`config.mk`:
```
export PLATFORM = sky130hd
export DESIGN_NAME = dod_config_regs
export DESIGN_NICKNAME = d
export VERILOG_FILES = /design/src/hdl/dod_pkg.sv /design/src/hdl/dod_config_regs.sv /design/src/hdl/dod_short_guard.sv
export SDC_FILE = /design/constraint.sdc
export NUM_CORES = 1
export LEC_CHECK = 0
export BUFFER_PORTS_ARGS = -buffer_cell sky130_fd_sc_hd__buf_2
export CAP_MARGIN = 20
export CORE_MARGIN = 3
export CORE_UTILIZATION = 32
export CTS_BUF_LIST = sky130_fd_sc_hd__clkbuf_2
export CTS_CLUSTER_SIZE = 8
export DETAILED_ROUTE_END_ITERATION = 6
export PLACE_DENSITY_LB_ADDON = 0.05
export SYNTH_ARGS = -nofsm -noshare
export SYNTH_HDL_FRONTEND = slang
export SYNTH_SLANG_ARGS = --single-unit
```
`constraint.sdc`:
```
create_clock -name clk -period 5.85 [get_ports clk]
set_clock_uncertainty 0.1 [all_clocks]
set_input_delay 0.2925 -clock clk [delete_from_list [all_inputs] [get_ports clk]]
set_output_delay 0.2925 -clock clk [all_outputs]
set_load 0.005 [all_outputs]
```
`src/hdl/dod_pkg.sv`:
```
// Purpose: Shared constants for the DAC output driver configuration bank
// Assumes: 8-bit register port with 8-bit page-local addresses
package dod_pkg;

  // Register addresses
  localparam logic [7:0] ADDR_PWR = 8'h25;
  localparam logic [7:0] ADDR_HPD = 8'h26;
  localparam logic [7:0] ADDR_RSV = 8'h27;
  localparam logic [7:0] ADDR_OST = 8'h28;
  localparam logic [7:0] ADDR_SW  = 8'h29;

  // Reset values
  localparam logic [7:0] RST_PWR = 8'h00;
  localparam logic [7:0] RST_HPD = 8'h00;
  localparam logic [7:0] RST_RSV = 8'h00;
  localparam logic [7:0] RST_OST = 8'h00;
  localparam logic [7:0] RST_SW  = 8'h00;

  // Field positions
  localparam int PWR_LDAC_BIT  = 7;
  localparam int PWR_RDAC_BIT  = 6;
  localparam int PWR_LCOM_LSB  = 4;
  localparam int HPD_RCOM_LSB  = 3;
  localparam int HPD_PROT_BIT  = 2;
  localparam int HPD_AUTO_BIT  = 1;
  localparam int OST_CM_LSB    = 6;
  localparam int OST_LBYP_LSB  = 4;
  localparam int OST_RBYP_LSB  = 2;
  localparam int OST_SS_LSB    = 0;
  localparam int SW_LRT_LSB    = 6;
  localparam int SW_RRT_LSB    = 4;
  localparam int SW_LINK_LSB   = 0;

  // Codes
  localparam logic [1:0] CODE2_RSV   = 2'h3;
  localparam logic [2:0] RCOM_RSV_LO = 3'h5;
  localparam logic [1:0] SS_ONE      = 2'h0;
  localparam logic [1:0] SS_TWO      = 2'h1;
  localparam logic [1:0] SS_OFF      = 2'h2;
  localparam logic [1:0] LINK_L_FOLLOWS_R = 2'h1;
  localparam logic [1:0] LINK_R_FOLLOWS_L = 2'h2;

  // Number of high-power drivers guarded by short protection
  localparam int NUM_DRV = 4;

  // Two-bit common-pin, soft-step and routing fields share one reserved code
  function automatic logic code2_ok(input logic [1:0] code);
    return code != CODE2_RSV;
  endfunction

endpackage

```
`src/hdl/dod_config_regs.sv`:
```
// Purpose: DAC power, headphone common-pin, protection and routing settings
// Assumes: Control-bus front end issues one-cycle read and write strobes
// Notes:   Reserved codes in mode fields are refused; the field keeps its value
`timescale 1ns/1ns
`default_nettype none

// What this block does
// - Bit 7 powers the left DAC
// - Bit 6 powers the right DAC
// - Left common pin mode, reserved code refused
// - Right common pin mode, codes 101-111 refused
// - Protection enable covers all high-power drivers
// - Mode bit: limit current or auto power-down
// - Top bits set output common-mode level
// - Left aux bypass source select
// - Right aux bypass source select
// - Soft-step every sample, every two, or off
// - Left DAC path routing, reserved refused
// - Right DAC path routing, reserved refused
// - Volume link: left follows right or reverse
module dod_config_regs #(
  parameter int NDRV = dod_pkg::NUM_DRV
) (
  // Clock, reset, clock enable
  input  wire logic            clk,
  input  wire logic            rst,
  input  wire logic            ce,
  // Register port
  input  wire logic            reg_wr,
  input  wire logic            reg_rd,
  input  wire logic [7:0]      reg_addr,
  input  wire logic [7:0]      reg_wdata,
  output logic      [7:0]      reg_rdata,
  output logic                 reg_rvalid,
  // Analog status and sample timing
  input  wire logic [NDRV-1:0] short_raw,
  input  wire logic            fs_tick,
  // DAC power
  output logic                 left_dac_power_up,
  output logic                 right_dac_power_up,
  // Headphone common pins
  output logic      [1:0]      left_phone_common_pin_mode,
  output logic      [2:0]      right_phone_common_pin_mode,
  // Short protection
  output logic                 protect_en,
  output logic                 current_limit_en,
  output logic      [NDRV-1:0] driver_shutdown,
  // Output stage
  output logic      [1:0]      common_mode_level,
  output logic      [1:0]      left_aux_input_pair_bypass,
  output logic      [1:0]      right_aux_input_pair_bypass,
  output logic                 vol_step,
  output logic                 vol_step_direct,
  // Routing and volume link
  output logic      [1:0]      left_converter_route,
  output logic      [1:0]      right_converter_route,
  output logic                 left_vol_follows_right,
  output logic                 right_vol_follows_left
);

  // Field registers
  logic            ldac_reg;
  logic            rdac_reg;
  logic [1:0]      lcom_reg;
  logic [2:0]      rcom_reg;
  logic            prot_reg;
  logic            auto_reg;
  logic [1:0]      cm_reg;
  logic [1:0]      lbyp_reg;
  logic [1:0]      rbyp_reg;
  logic [1:0]      ss_reg;
  logic [1:0]      lrt_reg;
  logic [1:0]      rrt_reg;
  logic [1:0]      link_reg;
  // Derived output registers
  logic            limit_reg;
  logic            half_reg;
  logic            step_reg;
  logic            direct_reg;
  logic            lfol_reg;
  logic            rfol_reg;
  logic [7:0]      rdata_reg;
  logic            rvalid_reg;
  logic [NDRV-1:0] shut;

  // Address decode
  wire        wr_pwr = reg_wr && (reg_addr == dod_pkg::ADDR_PWR);
  wire        wr_hpd = reg_wr && (reg_addr == dod_pkg::ADDR_HPD);
  wire        wr_ost = reg_wr && (reg_addr == dod_pkg::ADDR_OST);
  wire        wr_sw  = reg_wr && (reg_addr == dod_pkg::ADDR_SW);

  // Incoming fields
  wire [1:0]  w_lcom = reg_wdata[dod_pkg::PWR_LCOM_LSB +: 2];
  wire [2:0]  w_rcom = reg_wdata[dod_pkg::HPD_RCOM_LSB +: 3];
  wire [1:0]  w_ss   = reg_wdata[dod_pkg::OST_SS_LSB +: 2];
  wire [1:0]  w_lrt  = reg_wdata[dod_pkg::SW_LRT_LSB +: 2];
  wire [1:0]  w_rrt  = reg_wdata[dod_pkg::SW_RRT_LSB +: 2];
  wire        ok_lcom = dod_pkg::code2_ok(w_lcom);
  wire        ok_rcom = w_rcom < dod_pkg::RCOM_RSV_LO;
  wire        ok_ss   = dod_pkg::code2_ok(w_ss);
  wire        ok_lrt  = dod_pkg::code2_ok(w_lrt);
  wire        ok_rrt  = dod_pkg::code2_ok(w_rrt);

  // Read images: reserved bits and the reserved register read zero
  wire [7:0]  img_pwr = {ldac_reg, rdac_reg, lcom_reg, 4'h0};
  wire [7:0]  img_hpd = {2'h0, rcom_reg, prot_reg, auto_reg, 1'h0};
  wire [7:0]  img_ost = {cm_reg, lbyp_reg, rbyp_reg, ss_reg};
  wire [7:0]  img_sw  = {lrt_reg, rrt_reg, 2'h0, link_reg};
  wire [7:0]  rd_mux  = (reg_addr == dod_pkg::ADDR_PWR) ? img_pwr :
                        (reg_addr == dod_pkg::ADDR_HPD) ? img_hpd :
                        (reg_addr == dod_pkg::ADDR_RSV) ? dod_pkg::RST_RSV :
                        (reg_addr == dod_pkg::ADDR_OST) ? img_ost :
                        (reg_addr == dod_pkg::ADDR_SW)  ? img_sw  : 8'h00;

  // Soft-step pacing
  wire        step_next = fs_tick && ((ss_reg == dod_pkg::SS_ONE) ||
                          ((ss_reg == dod_pkg::SS_TWO) && half_reg));
  wire        auto_off  = prot_reg && auto_reg;

  // Power and common-pin fields
  always_ff @(posedge clk) begin
    if (rst) begin
      ldac_reg <= dod_pkg::RST_PWR[dod_pkg::PWR_LDAC_BIT];
      rdac_reg <= dod_pkg::RST_PWR[dod_pkg::PWR_RDAC_BIT];
      lcom_reg <= dod_pkg::RST_PWR[dod_pkg::PWR_LCOM_LSB +: 2];
      rcom_reg <= dod_pkg::RST_HPD[dod_pkg::HPD_RCOM_LSB +: 3];
      prot_reg <= dod_pkg::RST_HPD[dod_pkg::HPD_PROT_BIT];
      auto_reg <= dod_pkg::RST_HPD[dod_pkg::HPD_AUTO_BIT];
    end else if (ce) begin
      if (wr_pwr) begin
        ldac_reg <= reg_wdata[dod_pkg::PWR_LDAC_BIT];
        rdac_reg <= reg_wdata[dod_pkg::PWR_RDAC_BIT];
      end
      if (wr_pwr && ok_lcom) begin
        lcom_reg <= w_lcom;
      end
      if (wr_hpd && ok_rcom) begin
        rcom_reg <= w_rcom;
      end
      if (wr_hpd) begin
        prot_reg <= reg_wdata[dod_pkg::HPD_PROT_BIT];
        auto_reg <= reg_wdata[dod_pkg::HPD_AUTO_BIT];
      end
    end
  end

  // Output stage fields
  always_ff @(posedge clk) begin
    if (rst) begin
      cm_reg   <= dod_pkg::RST_OST[dod_pkg::OST_CM_LSB +: 2];
      lbyp_reg <= dod_pkg::RST_OST[dod_pkg::OST_LBYP_LSB +: 2];
      rbyp_reg <= dod_pkg::RST_OST[dod_pkg::OST_RBYP_LSB +: 2];
      ss_reg   <= dod_pkg::RST_OST[dod_pkg::OST_SS_LSB +: 2];
    end else if (ce && wr_ost) begin
      cm_reg   <= reg_wdata[dod_pkg::OST_CM_LSB +: 2];
      lbyp_reg <= reg_wdata[dod_pkg::OST_LBYP_LSB +: 2];
      rbyp_reg <= reg_wdata[dod_pkg::OST_RBYP_LSB +: 2];
      if (ok_ss) begin
        ss_reg <= w_ss;
      end
    end
  end

  // Routing and volume link fields
  always_ff @(posedge clk) begin
    if (rst) begin
      lrt_reg  <= dod_pkg::RST_SW[dod_pkg::SW_LRT_LSB +: 2];
      rrt_reg  <= dod_pkg::RST_SW[dod_pkg::SW_RRT_LSB +: 2];
      link_reg <= dod_pkg::RST_SW[dod_pkg::SW_LINK_LSB +: 2];
    end else if (ce && wr_sw) begin
      if (ok_lrt) begin
        lrt_reg <= w_lrt;
      end
      if (ok_rrt) begin
        rrt_reg <= w_rrt;
      end
      link_reg <= reg_wdata[dod_pkg::SW_LINK_LSB +: 2];
    end
  end

  // Derived controls, registered so every output leaves a flip-flop
  always_ff @(posedge clk) begin
    if (rst) begin
      limit_reg  <= 1'b0;
      half_reg   <= 1'b0;
      step_reg   <= 1'b0;
      direct_reg <= 1'b0;
      lfol_reg   <= 1'b0;
      rfol_reg   <= 1'b0;
    end else if (ce) begin
      limit_reg  <= prot_reg && !auto_reg;
      half_reg   <= fs_tick ? !half_reg : half_reg;
      step_reg   <= step_next;
      direct_reg <= ss_reg == dod_pkg::SS_OFF;
      lfol_reg   <= link_reg == dod_pkg::LINK_L_FOLLOWS_R;
      rfol_reg   <= link_reg == dod_pkg::LINK_R_FOLLOWS_L;
    end
  end

  // Read answer one cycle after the strobe
  always_ff @(posedge clk) begin
    if (rst) begin
      rdata_reg  <= 8'h00;
      rvalid_reg <= 1'b0;
    end else if (ce) begin
      rdata_reg  <= reg_rd ? rd_mux : 8'h00;
      rvalid_reg <= reg_rd;
    end
  end

  // Synchroniser and latched automatic shutdown per driver
  dod_short_guard #(
    .N (NDRV)
  ) u_guard (
    .clk       (clk),
    .rst       (rst),
    .ce        (ce),
    .auto_off  (auto_off),
    .short_raw (short_raw),
    .shutdown  (shut)
  );

  assign reg_rdata                   = rdata_reg;
  assign reg_rvalid                  = rvalid_reg;
  assign left_dac_power_up           = ldac_reg;
  assign right_dac_power_up          = rdac_reg;
  assign left_phone_common_pin_mode  = lcom_reg;
  assign right_phone_common_pin_mode = rcom_reg;
  assign protect_en                  = prot_reg;
  assign current_limit_en            = limit_reg;
  assign driver_shutdown             = shut;
  assign common_mode_level           = cm_reg;
  assign left_aux_input_pair_bypass  = lbyp_reg;
  assign right_aux_input_pair_bypass = rbyp_reg;
  assign vol_step                    = step_reg;
  assign vol_step_direct             = direct_reg;
  assign left_converter_route        = lrt_reg;
  assign right_converter_route       = rrt_reg;
  assign left_vol_follows_right      = lfol_reg;
  assign right_vol_follows_left      = rfol_reg;
endmodule

`default_nettype wire

```
`src/hdl/dod_short_guard.sv`:
```
// Purpose: Short-circuit detect synchroniser and automatic driver power-down
// Assumes: Short detect levels come from the analog drivers, asynchronous
// Notes:   A shutdown stays latched until auto power-down is turned off
`timescale 1ns/1ns
`default_nettype none

module dod_short_guard #(
  parameter int N = 4
) (
  // Clock and reset
  input  wire logic         clk,
  input  wire logic         rst,
  input  wire logic         ce,
  // Control
  input  wire logic         auto_off,
  // Driver side
  input  wire logic [N-1:0] short_raw,
  output logic      [N-1:0] shutdown
);

  logic [N-1:0] s1_reg;
  logic [N-1:0] s2_reg;
  logic [N-1:0] s3_reg;
  logic [N-1:0] det_reg;
  logic [N-1:0] shut_reg;
  logic [N-1:0] agree;
  logic [N-1:0] det_next;
  logic [N-1:0] shut_next;

  // A level counts only once the last two stages agree
  assign agree     = ~(s2_reg ^ s3_reg);
  assign det_next  = (agree & s3_reg) | (~agree & det_reg);
  assign shut_next = auto_off ? (shut_reg | det_reg) : '0;
  assign shutdown  = shut_reg;

  always_ff @(posedge clk) begin
    if (rst) begin
      s1_reg   <= '0;
      s2_reg   <= '0;
      s3_reg   <= '0;
      det_reg  <= '0;
      shut_reg <= '0;
    end else if (ce) begin
      s1_reg   <= short_raw;
      s2_reg   <= s1_reg;
      s3_reg   <= s2_reg;
      det_reg  <= det_next;
      shut_reg <= shut_next;
    end
  end

endmodule

`default_nettype wire

```
==> results.yml, run 1 <==
run_status:
  outcome: "finished, final reports clean"
layout:
  ff_latch_area_mm2: 0.00116
  multi_input_area_mm2: 0.00111
  final_design_area_no_fill_mm2: 0.00293
  stdcell_count: 423
  flow.area_growth_from_synthesis_pct: 24.6
  largest_reg_flops: 8
  drive_above_1_share_pct: 26.0
  fin_util_pct: 42.1
  nets: 348
  antennaDiodeCount: 0
  number_of_filler_cells_placed_in_the_layout: 722
timing:
  clock.fmax_mhz: 523
  setup_violations: 0
  tns_ps: 0
  slew-limit-headroom_pct: 40.4
  worst_max_slew_pin_slew_ps: 895
  hold-worst-slack_ps: 67.2
  hold_viol_final: 0
  grt_setup_unrepaired: "false"
  final_max_slew_viol_count: 0
  timing.final.crit_period_ps: 1910
  final.period_utilization_pct: 32.7
  post-route-worst-setup-slack_ps: 3940
worst_setup_path:
  cp-end-kind: "register"
  worstPathArrival_ps: 2240
  type_of_element_launching_the_critical_path: "input pin"
  crit_required_ps: 6180
  critical_path.reg2reg.startpoint: "ss_reg[1]"
  timing.reg2reg.setup_slack_ps: 4510
  crit_fanout: 9
  r2r_end: "reg_rdata[1]"
  rr_worst_depth: 4
  crit_type: "input pin to register"
yosys:
  synth_commonest_cells: "sky130_fd_sc_hd__dfxtp_1, sky130_fd_sc_hd__nor2_1, sky130_fd_sc_hd__mux2i_1"
  synth_ff_type: "sky130_fd_sc_hd__dfxtp_1"
  post-synth-top-count-cell: "sky130_fd_sc_hd__dfxtp_1"
  yosysWarnings: 0
  yosysSeqAreaShare_pct: 49.4
  synth_top_cell_area_share_pct: 49.4
  syn-num-nets: 279
  distinct_cell_type_count_after_synthesis: 44
  synth_cells: 253
  synthDominantAreaCellType: "sky130_fd_sc_hd__dfxtp_1"
  postSynthAreaPerCell_um2: 9.28
  synth.ff_latch_count: 58
  post_synth_main_area_contributors: "sky130_fd_sc_hd__dfxtp_1, sky130_fd_sc_hd__mux2i_1, sky130_fd_sc_hd__nor2_1"
  mappedNetlistArea_mm2: 0.00235
  ys_async_sr_fraction_pct: 0
  number_of_flops_mapped_to_enable_cells_by_yosys: 0
power_and_ir_drop:
  power_leakage_nw: 1.25
  clockPowerShare_pct: 34.9
  power_uw: 696
  swShare_pct: 26.0
  vdd.ir_drop.worst_mv: 0.0866
  power.density_mw_per_mm2: 238
  pwr-share-comb_pct: 7.2
  power.net_switching_uw: 181
  cellInternalPower_uw: 515
  seqPwrFrac_pct: 57.9
placed_design:
  placed_cells: 396
  placedInstanceArea_mm2: 0.00271
  gp_congestion: 0.749
  dp_worst_setup_slack_ps: 3460
  dpl.hpwl_um: 4350
  portBuffers: 61
grt:
  remaining_global_route_overflow: 0
  grt_first_pass_wirelength_um: 10100
  grt_usage_pct: 15.6
  largest_net_degree_at_the_start_of_global_routing: 49
  first_global_vias: 1957
  grt_antenna_before_repair: 0
min_path:
  min_delay_worst_endpoint: "left_aux_input_pair_bypass[1]"
  worstHoldPathCells: 3
  hp-start: "reg_wdata[5]"
  hp-class: "input pin to register"
floorplanning:
  die-area_mm2: 0.00840
  core.rowCount: 30
  starting_utilization_of_the_core_area_pct: 33.8
  io_pins: 62
  floorplan.die.width_um: 91.7
  core-area_mm2: 0.00694
  die_height_um: 91.7
clocking:
  clk_transition_reported_paths_ps: 170
  cts_tree: "done"
  cts-buffers-inserted: 9
  clock_sink_count: 58
  cts.root.buffer_cell: "sky130_fd_sc_hd__clkbuf_2"
  clk_latency_ps: 460
  cts_max_level: 3
  postCtsSetupBuffers: 0
  clk_path_buf_depth: 2
routing:
  drt_first_pass_iters: 5
  detail_route.wl_per_cell_um: 14.7
  routed_via_density: 4.91
  routed_wl_um: 6220
  drtIter0Drc: 102
  final_antenna_net_count: 0
  route.detailed.drc: 0
  via_count: 2079
flow_run:
  drv.max_cap_violation_count: 0
-- worst max-delay path, stage by stage --
cell	delay (ps)
sky130_fd_sc_hd__buf_2	100
sky130_fd_sc_hd__or4b_1	700
sky130_fd_sc_hd__or4b_1	740
sky130_fd_sc_hd__nor2_1	210
sky130_fd_sc_hd__o221a_2	200
-- worst max path at each step --
stage,end,slack (ps),start
2_1_floorplan,left_phone_common_pin_mode[0],3680,reg_addr[4]
3_3_place_gp,left_phone_common_pin_mode[1],3470,reg_addr[4]
3_5_place_dp,left_phone_common_pin_mode[0],3460,reg_addr[4]
4_1_cts,left_phone_common_pin_mode[0],4010,reg_addr[4]
5_1_grt,reg_rdata[4],3820,reg_addr[4]
6_report,right_converter_route[0],3940,reg_addr[4]
-- cells by family (layout without fill, tap and decap cells) --
logic type,Yosys count,count (layout),synth area share [%]
buf+inv,19,93,3.46
flops,58,58,49.4
simple gates,94,94,20.6
mux,25,25,10.8
xor+xnor,1,1,0.373
compound gates,56,56,15.3
-- layout by cell type (no fill, tap or decap), types with 6 or more instances in the layout --
cell type,n
sky130_fd_sc_hd__a21oi_1,21
sky130_fd_sc_hd__buf_2,61
sky130_fd_sc_hd__clkbuf_2,9
sky130_fd_sc_hd__clkinv_2,6
sky130_fd_sc_hd__dfxtp_1,58
sky130_fd_sc_hd__dlygate4sd3_1,11
sky130_fd_sc_hd__mux2i_1,23
sky130_fd_sc_hd__nand2_1,19
sky130_fd_sc_hd__nor2_1,41
sky130_fd_sc_hd__nor3_1,6
sky130_fd_sc_hd__o21ai_0,10
-- power groups by stage --
stage	clock network, mW	logic, mW	registers (mW)
floorplan	0	0.0254	0.411
global placement	0	0.0449	0.411
detailed placement	0	0.0448	0.411
CTS	0.256	0.0504	0.403
global route	0.275	0.0556	0.404
finish	0.243	0.0500	0.403
-- layer usage --
layer	wire (um)	vias up	GRT usage, %	part of all wire [%]
li1	-	1045	-	-
met1	3000	973	21.6	48
met2	2840	56	22.6	46
met3	336	5	5.82	5.4
met4	40	0	4.52	0.64
met5	0	-	0	0
-- area by class of cell --
| class | instances | area share [%] |
|---|---|---|
| timing repair buffer | 72 | 14.2 |
| sequential | 58 | 39.7 |
| clock buffer | 9 | 1.54 |
| inverter | 5 | 0.641 |
| tap | 96 | 4.10 |
| multi-input combinational | 176 | 37.8 |
| clock inverter | 7 | 2.05 |
-- what timing repair did --
action | CTS | global route
hold buffers | 11 | 0
resized for setup | 0 | 0
endpoints found under the hold margin | 17 | 0
Note: power is estimated with default switching activity, not from simulation.
==> run 2, diff against run 1 <==
Clock period 5.85 ns to 1.6 ns, I/O delays scaled along.
==> run 2 against run 1 <==
  * Register-to-register slack got worse by 4200 ps
  * Combinational power rose to 4.4 times the previous value
  * Die area did not move
  * Cell count rose by 7.1%
  * Sequential share of layout area fell by 3.8 points
  * Via count rose by 3.3%
  * Wire length rose by 2.6%
  * Non-clock buffer count rose by 30
  * Sequential power rose to 3.6 times the previous value
  * Largest cell class unchanged
  * Power rose to 3.9 times the previous value
==> results.yml, run 2 (same netlist as run 1, synthesis figures left out) <==
grt:
  first_global_vias: 2104
  remaining_global_route_overflow: 0
  grt_usage_pct: 16.1
  largest_net_degree_at_the_start_of_global_routing: 31
  grt_first_pass_wirelength_um: 10600
  grt_antenna_before_repair: 0
clocking:
  clock_sink_count: 58
  clk_latency_ps: 460
  cts_max_level: 3
  clk_transition_reported_paths_ps: 180
  clk_path_buf_depth: 2
  cts-buffers-inserted: 9
  cts.root.buffer_cell: "sky130_fd_sc_hd__clkbuf_2"
  cts_tree: "done"
  postCtsSetupBuffers: 0
timing:
  post-route-worst-setup-slack_ps: 36.6
  grt_setup_unrepaired: "false"
  final.period_utilization_pct: 97.7
  worst_max_slew_pin_slew_ps: 373
  clock.fmax_mhz: 640
  setup_violations: 0
  hold_viol_final: 0
  timing.final.crit_period_ps: 1560
  final_max_slew_viol_count: 0
  slew-limit-headroom_pct: 75.2
layout:
  flow.area_growth_from_synthesis_pct: 37.9
  ff_latch_area_mm2: 0.00116
  layout_commonest_cell: "sky130_fd_sc_hd__buf_2"
  multi_input_area_mm2: 0.00115
  largest_reg_flops: 8
  drive_above_1_share_pct: 31.1
  antennaDiodeCount: 0
  nets: 378
  most-common-layout-cells: "sky130_fd_sc_hd__buf_2, sky130_fd_sc_hd__dfxtp_1, sky130_fd_sc_hd__nor2_1"
  number_of_filler_cells_placed_in_the_layout: 724
worst_setup_path:
  ordered_cell_list_for_the_critical_path: "dlygate4sd3_1 -> buf_2 -> nand4b_1 -> or4b_1 -> buf_4 -> nor2_2 -> o221a_4"
  crit_fanout: 5
  timing.critical_path.buf_inv: 3
  worstPathArrival_ps: 1870
  cp-end-kind: "register"
  cp_max_stage_delay_ps: 530
  crit_type: "input pin to register"
  cpMaxStageDelayCell: "sky130_fd_sc_hd__dlygate4sd3_1"
  worst_setup_path_startpoint: "reg_wr"
  critical_path.reg2reg.startpoint: "link_reg[1]"
  type_of_element_launching_the_critical_path: "input pin"
  crit_required_ps: 1900
  crit_family: "buffers and inverters"
power_and_ir_drop:
  power.density_mw_per_mm2: 847
  power_leakage_nw: 1.41
  vdd.ir_drop.worst_mv: 0.298
  power_mw: 2.75
routing:
  via_count: 2148
  routed_via_density: 4.74
  drtIter0Drc: 75
  drt_first_pass_iters: 4
  route.detailed.drc: 0
  final_antenna_net_count: 0
  detail_route.wl_per_cell_um: 14.1
  routed_wl_um: 6380
run_status:
  outcome: "finished, final reports clean"
floorplanning:
  core-area_mm2: 0.00694
  floorplan.die.width_um: 91.7
  die_height_um: 91.7
  die-area_mm2: 0.00840
  starting_utilization_of_the_core_area_pct: 33.8
  io_pins: 62
  core.rowCount: 30
placed_design:
  gp_congestion: 0.756
  dp_worst_setup_slack_ps: -375
  portBuffers: 61
  dpl.hpwl_um: 4680
min_path:
  hp-start: "ce"
  hp-class: "input pin to register"
flow_run:
  drv.max_cap_violation_count: 0
run 2: metrics by stage:
step	std cells	util, %	setup TNS (ps)	hold WS [ps]	cell area [um^2]
6_report	453	46.6	0	63.3	3240
5_1_grt	453	46.6	0	19.9	3240
4_1_cts	453	46.6	0	16.3	3240
3_5_place_dp	418	42.0	-7530	223	2920
3_3_place_gp	418	42.0	-7030	218	2920
2_1_floorplan	253	-	-3700	124	2400
run 2: path summary, 6_finish.rpt:
path	end	slack, ps	cells after the start
worst max-delay path	left_converter_route[0]	40	7
worst min-delay path	right_dac_power_up	60	5
worst max register to register	reg_rdata[1]	310	4
worst min register to register	reg_rvalid	370	2
run 2: repair_timing:
action,4_1_cts,5_1_grt
gates resized for setup,0,0
hold buffers,19,0
hold endpoints to repair,41,0
run 2: final cells by class:
cell class / instances / area share (%)
inverters: 5 / 0.579
clock inverters: 6 / 2.51
clock buffers: 10 / 1.54
flip-flops and latches: 58 / 35.8
repair buffers: 102 / 20.4
well taps: 96 / 3.71
multi-input cells: 176 / 35.4
run 2: metal layers:
layer  wire length [um]  global-route usage [%]  up-vias
li1                   -                       -     1098
met1               3130                    21.3     1002
met2               2970                    25.1       44
met3                229                    3.77        4
met4                 50                    6.78        0
met5                  0                       0        -
run 2: worst min-delay path, cell delays in order:
cell and delay [ps]:
sky130_fd_sc_hd__buf_2 120, sky130_fd_sc_hd__nand2_1 70, sky130_fd_sc_hd__buf_4 140, sky130_fd_sc_hd__o21ai_0 90, sky130_fd_sc_hd__a21oi_1 110
run 2: power breakdown:
part	internal (mW)	total [mW]	switching, mW
combinational	0.104	0.221	0.117
clock	0.515	1.05	0.536
sequential	1.46	1.47	0.00986
total	2.08	2.75	0.663
